==> config.mk <==
export PLATFORM = sky130hd
export DESIGN_NAME = ics_slave
export DESIGN_NICKNAME = d
export VERILOG_FILES = /design/src/rtl/ics_pkg.sv /design/src/rtl/ics_slave.sv /design/src/rtl/ics_pin_sync.sv
export SDC_FILE = /design/constraint.sdc
export NUM_CORES = 1
export LEC_CHECK = 0
export ABC_AREA = 1
export BUFFER_PORTS_ARGS = -buffer_cell sky130_fd_sc_hd__buf_2
export CAP_MARGIN = 40
export CORE_MARGIN = 1.5
export CORE_UTILIZATION = 58
export CTS_CLUSTER_SIZE = 40
export DETAILED_ROUTE_END_ITERATION = 8
export GPL_TIMING_DRIVEN = 0
export PLACE_DENSITY_LB_ADDON = 0.25
export SYNTH_ARGS = -nofsm -noshare
export SYNTH_HDL_FRONTEND = slang
export SYNTH_SLANG_ARGS = --single-unit
==> constraint.sdc <==
create_clock -name clk -period 2.11 [get_ports clk]
set_input_delay 0 -clock clk [delete_from_list [all_inputs] [get_ports clk]]
set_output_delay 0 -clock clk [all_outputs]
set_load 0.005 [all_outputs]
==> src/rtl/ics_pkg.sv <==
// shared constants, states and carriers of the two-wire command slave port
// assumes a single 100 MHz core clock; bus pins arrive asynchronously
package ics_pkg;

    // core clock and bus timeout
    localparam int          CLK_HZ        = 100_000_000;
    localparam int          TOUT_MS       = 35;
    localparam int          TOUT_CYC      = TOUT_MS * (CLK_HZ / 1000);

    // byte framing: eight data bits then one acknowledge bit
    localparam logic [3:0]  BYTE_BITS     = 4'h8;
    localparam logic [7:0]  WR_CNT_MAX    = 8'hFF;
    localparam logic [1:0]  RD_IDX_MAX    = 2'h2;
    localparam logic [7:0]  RD_PAD        = 8'hFF;

    // reset values and defaults
    localparam logic [7:0]  CMD_RST       = 8'h00;
    localparam logic [7:0]  FAULT_CLR_DEF = 8'h03;
    localparam logic [6:0]  DEV_ADDR_DEF  = 7'h40;

    // protocol states
    typedef enum logic [2:0] {
        ST_IDLE,
        ST_ADDR,
        ST_ADDR_ACK,
        ST_WR_BYTE,
        ST_WR_ACK,
        ST_RD_BYTE,
        ST_RD_ACK
    } ics_state_e;

    // synchronised bus view with detected events
    typedef struct packed {
        logic scl;
        logic sda;
        logic scl_rise;
        logic scl_fall;
        logic start;
        logic stop;
    } ics_bus_s;

    // one received data byte bound for the selected register
    typedef struct packed {
        logic [7:0] cmd;
        logic [7:0] idx;
        logic [7:0] data;
    } ics_wr_s;

endpackage : ics_pkg

==> src/rtl/ics_slave.sv <==
// command slave port: address match, command pointer, byte writes and reads
// assumes the master keeps bus timing; pins are open drain, released high
`timescale 1ns/1ps
module ics_slave #(
    parameter int           TIMEOUT_CYC   = ics_pkg::TOUT_CYC,
    parameter logic [7:0]   FAULT_CLR_CMD = ics_pkg::FAULT_CLR_DEF
) (
    input  wire logic             clk,
    input  wire logic             rst,
    input  wire logic             scl_i,
    input  wire logic             sda_i,
    output logic                  sda_o,
    output logic                  sda_oe_n,
    input  wire logic [6:0]       dev_addr,
    input  wire logic             timeout_en,
    output logic [7:0]            cmd_ptr,
    output logic                  wr_valid,
    output ics_pkg::ics_wr_s      wr,
    output logic                  rd_req,
    input  wire logic [15:0]      rd_data,
    output logic                  fault_clear
);
    localparam int TW = $clog2(TIMEOUT_CYC + 1);
    localparam logic [TW-1:0] TOUT_END = TW'(TIMEOUT_CYC);

    ics_pkg::ics_bus_s   bus;
    ics_pkg::ics_state_e state;
    ics_pkg::ics_state_e next_state;
    logic [3:0]          bitcnt;
    logic [3:0]          next_bitcnt;
    logic [7:0]          shift;
    logic [7:0]          next_shift;
    logic [7:0]          tx;
    logic [7:0]          next_tx;
    logic                rw;
    logic                next_rw;
    logic [7:0]          next_cmd_ptr;
    logic [7:0]          wr_cnt;
    logic [7:0]          next_wr_cnt;
    logic [1:0]          rd_idx;
    logic [1:0]          next_rd_idx;
    logic                next_sda_oe_n;
    logic                next_wr_valid;
    ics_pkg::ics_wr_s    next_wr;
    logic                next_rd_req;
    logic                next_fault_clear;
    logic [TW-1:0]       tout;
    logic [TW-1:0]       next_tout;

    // read byte by index, low byte first, padding past the word
    function automatic logic [7:0] pick_byte(input logic [15:0] d, input logic [1:0] i);
        if (i == 2'h0) begin
            pick_byte = d[7:0];
        end else if (i == 2'h1) begin
            pick_byte = d[15:8];
        end else begin
            pick_byte = ics_pkg::RD_PAD;
        end
    endfunction : pick_byte

    ics_pin_sync u_sync (
        .clk   (clk),
        .rst   (rst),
        .scl_i (scl_i),
        .sda_i (sda_i),
        .bus   (bus)
    );

    // open drain: only ever pull low
    assign sda_o = 1'b0;

    // protocol sequencer
    always_comb begin
        next_state       = state;
        next_bitcnt      = bitcnt;
        next_shift       = shift;
        next_tx          = tx;
        next_rw          = rw;
        next_cmd_ptr     = cmd_ptr;
        next_wr_cnt      = wr_cnt;
        next_rd_idx      = rd_idx;
        next_sda_oe_n    = sda_oe_n;
        next_wr_valid    = 1'b0;
        next_wr          = wr;
        next_rd_req      = 1'b0;
        next_fault_clear = 1'b0;
        if (state == ics_pkg::ST_IDLE || bus.scl_rise || bus.scl_fall || bus.start || bus.stop) begin
            next_tout = '0;
        end else if (tout != TOUT_END) begin
            next_tout = tout + TW'(1);
        end else begin
            next_tout = tout;
        end
        if (bus.start) begin
            // start keeps the pointer; direction retaken
            next_state    = ics_pkg::ST_ADDR;
            next_bitcnt   = 4'h0;
            next_sda_oe_n = 1'b1;
        end else if (bus.stop) begin
            // send byte with fault clear command
            if (state == ics_pkg::ST_WR_BYTE && wr_cnt == 8'h01 && cmd_ptr == FAULT_CLR_CMD) begin
                next_fault_clear = 1'b1;
            end
            next_state    = ics_pkg::ST_IDLE;
            next_sda_oe_n = 1'b1;
        end else if (timeout_en && tout == TOUT_END) begin
            next_state    = ics_pkg::ST_IDLE;
            next_sda_oe_n = 1'b1;
        end else begin
            case (state)
                ics_pkg::ST_ADDR, ics_pkg::ST_WR_BYTE: begin
                    if (bus.scl_rise && bitcnt != ics_pkg::BYTE_BITS) begin
                        next_shift  = {shift[6:0], bus.sda};
                        next_bitcnt = bitcnt + 4'h1;
                    end else if (bus.scl_fall && bitcnt == ics_pkg::BYTE_BITS) begin
                        if (state == ics_pkg::ST_ADDR) begin
                            if (shift[7:1] == dev_addr) begin
                                next_state    = ics_pkg::ST_ADDR_ACK;
                                next_sda_oe_n = 1'b0;
                                next_rw       = shift[0];
                                next_wr_cnt   = 8'h00;
                                next_rd_idx   = 2'h0;
                                next_rd_req   = shift[0];
                            end else begin
                                next_state = ics_pkg::ST_IDLE;
                            end
                        end else begin
                            next_state    = ics_pkg::ST_WR_ACK;
                            next_sda_oe_n = 1'b0;
                            if (wr_cnt != ics_pkg::WR_CNT_MAX) begin
                                next_wr_cnt = wr_cnt + 8'h01;
                            end
                            if (wr_cnt == 8'h00) begin
                                next_cmd_ptr = shift;
                            end else begin
                                // data bytes indexed in arrival order
                                next_wr_valid = 1'b1;
                                next_wr       = '{cmd: cmd_ptr, idx: wr_cnt - 8'h01, data: shift};
                            end
                        end
                    end
                end
                ics_pkg::ST_ADDR_ACK: begin
                    if (bus.scl_fall) begin
                        next_bitcnt = 4'h0;
                        if (rw) begin
                            next_tx       = pick_byte(rd_data, 2'h0);
                            next_sda_oe_n = rd_data[7];
                            next_rd_idx   = 2'h1;
                            next_state    = ics_pkg::ST_RD_BYTE;
                        end else begin
                            next_sda_oe_n = 1'b1;
                            next_state    = ics_pkg::ST_WR_BYTE;
                        end
                    end
                end
                ics_pkg::ST_WR_ACK: begin
                    if (bus.scl_fall) begin
                        next_sda_oe_n = 1'b1;
                        next_bitcnt   = 4'h0;
                        next_state    = ics_pkg::ST_WR_BYTE;
                    end
                end
                ics_pkg::ST_RD_BYTE: begin
                    if (bus.scl_rise) begin
                        next_bitcnt = bitcnt + 4'h1;
                    end else if (bus.scl_fall) begin
                        // data moves only after the clock falls
                        if (bitcnt == ics_pkg::BYTE_BITS) begin
                            next_sda_oe_n = 1'b1;
                            next_state    = ics_pkg::ST_RD_ACK;
                        end else begin
                            next_tx       = {tx[6:0], 1'b0};
                            next_sda_oe_n = tx[6];
                        end
                    end
                end
                ics_pkg::ST_RD_ACK: begin
                    if (bus.scl_rise && bus.sda) begin
                        next_state = ics_pkg::ST_IDLE;
                    end else if (bus.scl_fall) begin
                        next_tx       = pick_byte(rd_data, rd_idx);
                        next_sda_oe_n = next_tx[7];
                        next_bitcnt   = 4'h0;
                        if (rd_idx != ics_pkg::RD_IDX_MAX) begin
                            next_rd_idx = rd_idx + 2'h1;
                        end
                        next_state = ics_pkg::ST_RD_BYTE;
                    end
                end
                default: begin
                    next_state    = ics_pkg::ST_IDLE;
                    next_sda_oe_n = 1'b1;
                end
            endcase
        end
    end

    // sequencer registers
    always_ff @(posedge clk) begin
        if (rst) begin
            state       <= ics_pkg::ST_IDLE;
            bitcnt      <= 4'h0;
            shift       <= 8'h00;
            tx          <= 8'h00;
            rw          <= 1'b0;
            cmd_ptr     <= ics_pkg::CMD_RST;
            wr_cnt      <= 8'h00;
            rd_idx      <= 2'h0;
            sda_oe_n    <= 1'b1;
            wr_valid    <= 1'b0;
            wr          <= '0;
            rd_req      <= 1'b0;
            fault_clear <= 1'b0;
            tout        <= '0;
        end else begin
            state       <= next_state;
            bitcnt      <= next_bitcnt;
            shift       <= next_shift;
            tx          <= next_tx;
            rw          <= next_rw;
            cmd_ptr     <= next_cmd_ptr;
            wr_cnt      <= next_wr_cnt;
            rd_idx      <= next_rd_idx;
            sda_oe_n    <= next_sda_oe_n;
            wr_valid    <= next_wr_valid;
            wr          <= next_wr;
            rd_req      <= next_rd_req;
            fault_clear <= next_fault_clear;
            tout        <= next_tout;
        end
    end
endmodule : ics_slave

==> src/rtl/ics_pin_sync.sv <==
// two-flop synchroniser for clock and data pins with edge and condition detect
// assumes pins are asynchronous to clk and far slower than it
`timescale 1ns/1ps
module ics_pin_sync (
    input  wire logic             clk,
    input  wire logic             rst,
    input  wire logic             scl_i,
    input  wire logic             sda_i,
    output ics_pkg::ics_bus_s     bus
);
    logic [1:0] meta;
    logic [1:0] sync;
    logic [1:0] prev;
    logic [1:0] next_meta;
    logic [1:0] next_sync;
    logic [1:0] next_prev;

    // shift pins through meta, sync and history stages
    always_comb begin
        next_meta = {scl_i, sda_i};
        next_sync = meta;
        next_prev = sync;
    end

    // registers released high like an idle bus
    always_ff @(posedge clk) begin
        if (rst) begin
            meta <= 2'h3;
            sync <= 2'h3;
            prev <= 2'h3;
        end else begin
            meta <= next_meta;
            sync <= next_sync;
            prev <= next_prev;
        end
    end

    // events only look at the second and third stages; one driver for the whole carrier
    assign bus = '{
        scl:      sync[1],
        sda:      sync[0],
        scl_rise: sync[1] & ~prev[1],
        scl_fall: ~sync[1] & prev[1],
        start:    sync[1] & prev[1] & ~sync[0] & prev[0],
        stop:     sync[1] & prev[1] & sync[0] & ~prev[0]
    };

endmodule : ics_pin_sync

* Word-level counts from Yosys, hierarchy flattened *
Cells that the tools add are included.

storage, ports and cells
  register bits = 97
  bits in latches = 0
  memory bits (writable) = 0
  ROM bits = 0
  bits of input ports = 28
  output and inout port bits = 37
  word-level logic and storage cells = 183
  memories = 0

cells by class
  $add $sub $neg = 5
  $mul = 0
  div/mod/pow operators = 0
  $lt $le $gt $ge = 0
  equality and inequality tests = 43
  shift operators = 0
  mux-type cells = 59
  bitwise operators = 20
  reductions and logical operators = 36

operators by type and width
  kind                                                 number
  two-way mux 7 bit                                    7
  AND reduction 8 bit                                  6
  two-way mux 8 bit                                    5
  != test 5 bit, second input constant                 7
  != test 2 bit, second input constant                 17
  two-way mux 3 bit                                    11
  adder 22 x 1 -> 22 bit, second input constant        1
  equality test 22 bit, second input constant          1
  != test 22 bit, second input constant                1
  case mux 7 bit (3 select lines)                      1
  two-way mux 2 bit                                    10
  two-way mux 1 bit                                    17
  two-way mux 4 bit                                    4
  case mux 4 bit (4 select lines)                      1
  case mux 3 bit (5 select lines)                      1
  NOT 1 bit                                            13
  AND reduction 13 bit                                 1
  AND reduction 11 bit                                 1
  equality test 3 bit, second input constant           3
  AND reduction 9 bit                                  1
  OR reduction 9 bit                                   1
  adder 8 x 1 -> 8 bit, second input constant          1
  equality test 8 x 1 -> 1 bit, second input constant  1
  equality test 8 x 2 -> 1 bit, second input constant  1
  30 further kinds                                     50

* Depth between registers and ports, before layout *
  depth in word-level cells = 9
  gate-level depth with buffers = 13
  depth with buffers taken out = 13

* Cells and area by module *
From an unflattened synthesis, not the netlist that was laid out.

second synthesis, totals
  cells, all modules = 805
  area, all modules = 5215.0 µm²

by module, submodules not included
  module        times used  cells each  area each (µm²)  seq. area each (µm²)
  ics_slave     1           781         5017.3           1821.7
  ics_pin_sync  1           24          197.7            120.1

* Least setup slack after synthesis *
No wires, ideal clock.

  path type = reg-to-reg
  start = register bitcnt[0]
  end = register wr[7] (netlist bit)
  data arrival time = 1.542 ns
  data required time = 1.994 ns
  setup slack = 0.452 ns
  stages on the path, launching flop included = 13
  buffers on the path = 1
  period minus slack after synthesis = 1.658 ns
  path through = dfxtp_1 -> inv_1 -> ha_1 -> nand2_2 -> nor2_4 -> nand2_2 -> clkinv_1 -> nand2_4 -> nor3_4 -> nand2_4 -> buf_6 -> o21ai_0 -> nor2_1

between the ends
  cells in the longest elaborated chain, start to end = 4
  elaborated cells on any way between the ends = 6
  classes of those cells = eq/ne (2); bitwise (1); reduce/logical (3)

ends and longest elaborated chain
  item                             RTL line          source
  start: declaration               ics_slave.sv:29   logic [3:0] bitcnt;
  start signal: assignment         ics_slave.sv:218  bitcnt <= next_bitcnt;
  != test 4 bit                    ics_slave.sv:112  if (bus.scl_rise && bitcnt != ics_pkg::BYTE_BITS) begin
  logical AND 1 bit                ics_slave.sv:112
  NOT 1 bit (no line)              n/a
  AND reduction 8 bit (no line) *  n/a
  end signal: assignment           ics_slave.sv:227  wr <= next_wr;
  end: declaration                 ics_slave.sv:18   output ics_pkg::ics_wr_s wr,

Mark *: on every way between the ends. The rest lies on a longest branch, timed or not.
A chain may end at the register's enable or synchronous reset.

* Worst setup path in the final report *
  start = register bitcnt[0]
  end = register wr_cnt[1]

between the ends
  cells in the longest elaborated chain, start to end = 4
  elaborated cells on any way between the ends = 6
  classes of those cells = eq/ne (2); bitwise (1); reduce/logical (3)

ends and longest elaborated chain
  item                             RTL line          source
  != test 4 bit                    ics_slave.sv:112
  logical AND 1 bit                ics_slave.sv:112
  NOT 1 bit (no line)              n/a
  AND reduction 8 bit (no line) *  n/a
  end signal: assignment           ics_slave.sv:223  wr_cnt <= next_wr_cnt;
  end: declaration                 ics_slave.sv:38   logic [7:0] wr_cnt;

Marked as above.

==> impl_metrics.py <==
metrics = {
    "critical_path": {
        "cp.required_ns": 2.39,
        "crit_type": "flop to flop",
        "critPathArrivalTime_ns": 2.26,
        "start_kind": "flop",
        "reg2reg_slack_ns": 0.14,
        "end_kind": "flop",
        "worstPathMaxFanout": 9,
    },
    "grt": {
        "grt_pass1_vias": 4661,
        "overflow": 0,
        "antenna_found_initial": 0,
        "grt_max_degree": 20,
        "grt_pass1_wl_um": 20300,
        "grt_use_total": 0.277,
    },
    "layout": {
        "drive_above_1_share": 0.159,
        "final_nets": 852,
        "stdcell_count": 924,
        "final_common_cell": "nand2_1",
        "antenna_cells": 0,
        "areaGrowthSynthToFinish_pct": 14.1,
        "layout_common_cells": "nand2_1, nor2_1, dfxtp_1",
        "post-route-util": 0.695,
        "fin_area_sq_um": 5790,
    },
    "route": {
        "ant_nets": 0,
        "drt-initial-drc-count": 223,
        "wirelength_um": 12200,
        "drc": 0,
        "dr.pass1.iters": 6,
        "num_vias": 4947,
        "vias_per_cell": 5.35,
        "wire_per_inst_um": 13.2,
    },
    "logic_synthesis": {
        "avgSynthCellArea_sq_um": 6.90,
        "synth_compound_area_frac": 0.138,
        "ys_seq_elements": 97,
        "yosysWarningCount": 0,
        "synth_cell_types": 40,
        "ys_seq_area_frac": 0.383,
        "syn-num-nets": 774,
        "syn_inst": 736,
        "synthAdderAreaFrac": 0.0246,
        "muxShareOfSynthArea": 0,
        "synth_area_sq_um": 5080,
        "yosys.area_share.simple": 0.321,
        "synth-xor-area-share": 0.0293,
        "synth_top_family_by_area": "simple AND/OR/NAND/NOR gates",
    },
    "timing": {
        "hold_viol_final": 0,
        "setup_viol": 0,
        "maxSlewViolCount": 0,
        "fin_skew_ns": 0.0125,
        "final.period_utilization": 0.936,
        "max_slew_margin": 0.605,
        "finalCriticalPeriod_ns": 1.97,
        "setup_tns_ns": 0,
        "worst_pin_slew_ns": 0.592,
        "grt_setup_unrepaired": "false",
        "whs_ns": 0.00798,
        "fmax_mhz": 506,
    },
    "clock_network": {
        "cts.clk_slew.worst_paths_ns": 0.10,
        "cts_buffers": 9,
        "htree_levels": 3,
        "cts-root-buf": "clkbuf_8",
        "clock-sinks": 97,
        "clock_latency_ns": 0.39,
        "cts_tree": "done",
        "cts_max_path_buffers": 2,
    },
    "floorplanning": {
        "die_y_um": 96.6,
        "die_x_um": 96.6,
        "core_area_sq_um": 8340,
        "initial_core_util": 0.609,
        "fp.dieArea_sq_um": 9320,
        "rows": 33,
        "ios": 65,
    },
    "power": {
        "cellPowerDensity_nw_per_um2": 581,
        "vdd_ir_drop_max_mv": 0.359,
        "leakage_nw": 2.61,
    },
    "job": {
        "drv_cap": 0,
    },
    "worst_hold_path": {
        "hp-class": "primary input to flop",
    },
    "placed_design": {
        "dp.cells": 903,
        "place_congestion": 0.932,
        "portBuffers": 62,
        "placed_area_sq_um": 5520,
        "dpl.hpwl_um": 9090,
    },
    "run_status": {
        "status": "finished clean",
    },
}
-- layout make-up --
cell class,count,area [sq um]
Multi-Input combinational cell,521,2610
Fill cell,731,2550
Sequential cell,97,1940
Timing Repair Buffer,67,360
Inverter,93,358
Buffer,25,170
Tap cell,105,131
Clock buffer,9,124
Clock inverter,7,97.6
-- synthesized netlist by cell type, drive strengths merged --
cell type | n | share of area
or3 | 1 | 0.0012
xor2 | 13 | 0.022
dfxtp | 97 | 0.38
nor2 | 141 | 0.11
nand3 | 23 | 0.025
nor3 | 10 | 0.012
o21ai | 54 | 0.055
xnor2 | 4 | 0.0069
a21oi | 48 | 0.047
o211ai | 7 | 0.010
nand3b | 1 | 0.0015
inv | 89 | 0.066
ha | 10 | 0.025
a31oi | 2 | 0.0025
o221ai | 8 | 0.014
clkinv | 4 | 0.0039
buf | 19 | 0.029
clkbuf | 6 | 0.0044
nor4 | 4 | 0.0049
o21bai | 1 | 0.0015
a211oi | 2 | 0.0030
nand2 | 155 | 0.12
o21a | 3 | 0.0044
nand4 | 27 | 0.036
or2 | 6 | 0.0074
conb | 1 | 0.00074
-- power by group --
| group | internal, mW | switching [mW] | total, mW |
|---|---|---|---|
| registers | 1.84 | 0.00762 | 1.85 |
| logic | 0.0715 | 0.117 | 0.188 |
| clock network | 0.585 | 0.746 | 1.33 |
-- through the flow --
step,power [mW],worst slack [ns]
2_1_floorplan,2.00,0.452
3_3_place_gp,2.06,0.227
3_5_place_dp,2.07,0.133
4_1_cts,3.37,0.115
5_1_grt,3.47,0.0121
6_report,3.37,0.135
-- cell families after synthesis --
logic type / after synthesis
AND/OR/NAND/NOR: 368
AO/OA/AOI/OAI: 125
buffers and inverters: 118
flip-flops: 97
XOR/XNOR: 17
adder cells (fa/ha/maj): 10
other: 1
-- worst max-delay path, stage by stage, from the launching register on --
cell	delay (ns)
dfxtp_1	0.35
inv_1	0.08
ha_1	0.16
nand2_2	0.07
nor2_4	0.19
nand2_2	0.11
clkinv_1	0.08
nand2_4	0.07
nor2_4	0.25
nand3_2	0.24
o21ai_0	0.21
nor2_1	0.06
-- per-layer routing --
metal	global-route usage	share of wire
met2	0.491	0.49
met1	0.338	0.45
met3	0.0516	0.047
met4	0.0845	0.018
met5	0	0
-- worst paths after layout --
kind,from,endpoint,cells past startpoint
hold / removal,rd_data[5],tx[5],5
hold reg to reg,u_sync.meta[0],u_sync.next_prev[0],1
setup / recovery,bitcnt[0],wr_cnt[1],11
setup reg to reg,bitcnt[0],wr_cnt[1],11
-- sequential cells by signal (all words and copies together) (netlist names), 2 cells and up --
signal / count
wr: 24
tx: 7
shift: 8
tout: 22
u_sync.prev: 2
bitcnt: 4
cmd_ptr: 8
rd_idx: 2
u_sync.meta: 2
wr_cnt: 8
u_sync.next_prev: 2
state: 3
-- repair_timing --
item / CTS / global route
resized for setup: 0 / 1
setup buffers: 0 / 0
endpoints found under the hold margin: 5 / 0
setup endpoints to repair: 0 / 1
hold buffers: 5 / 0
(Power assumes the default switching activity.)
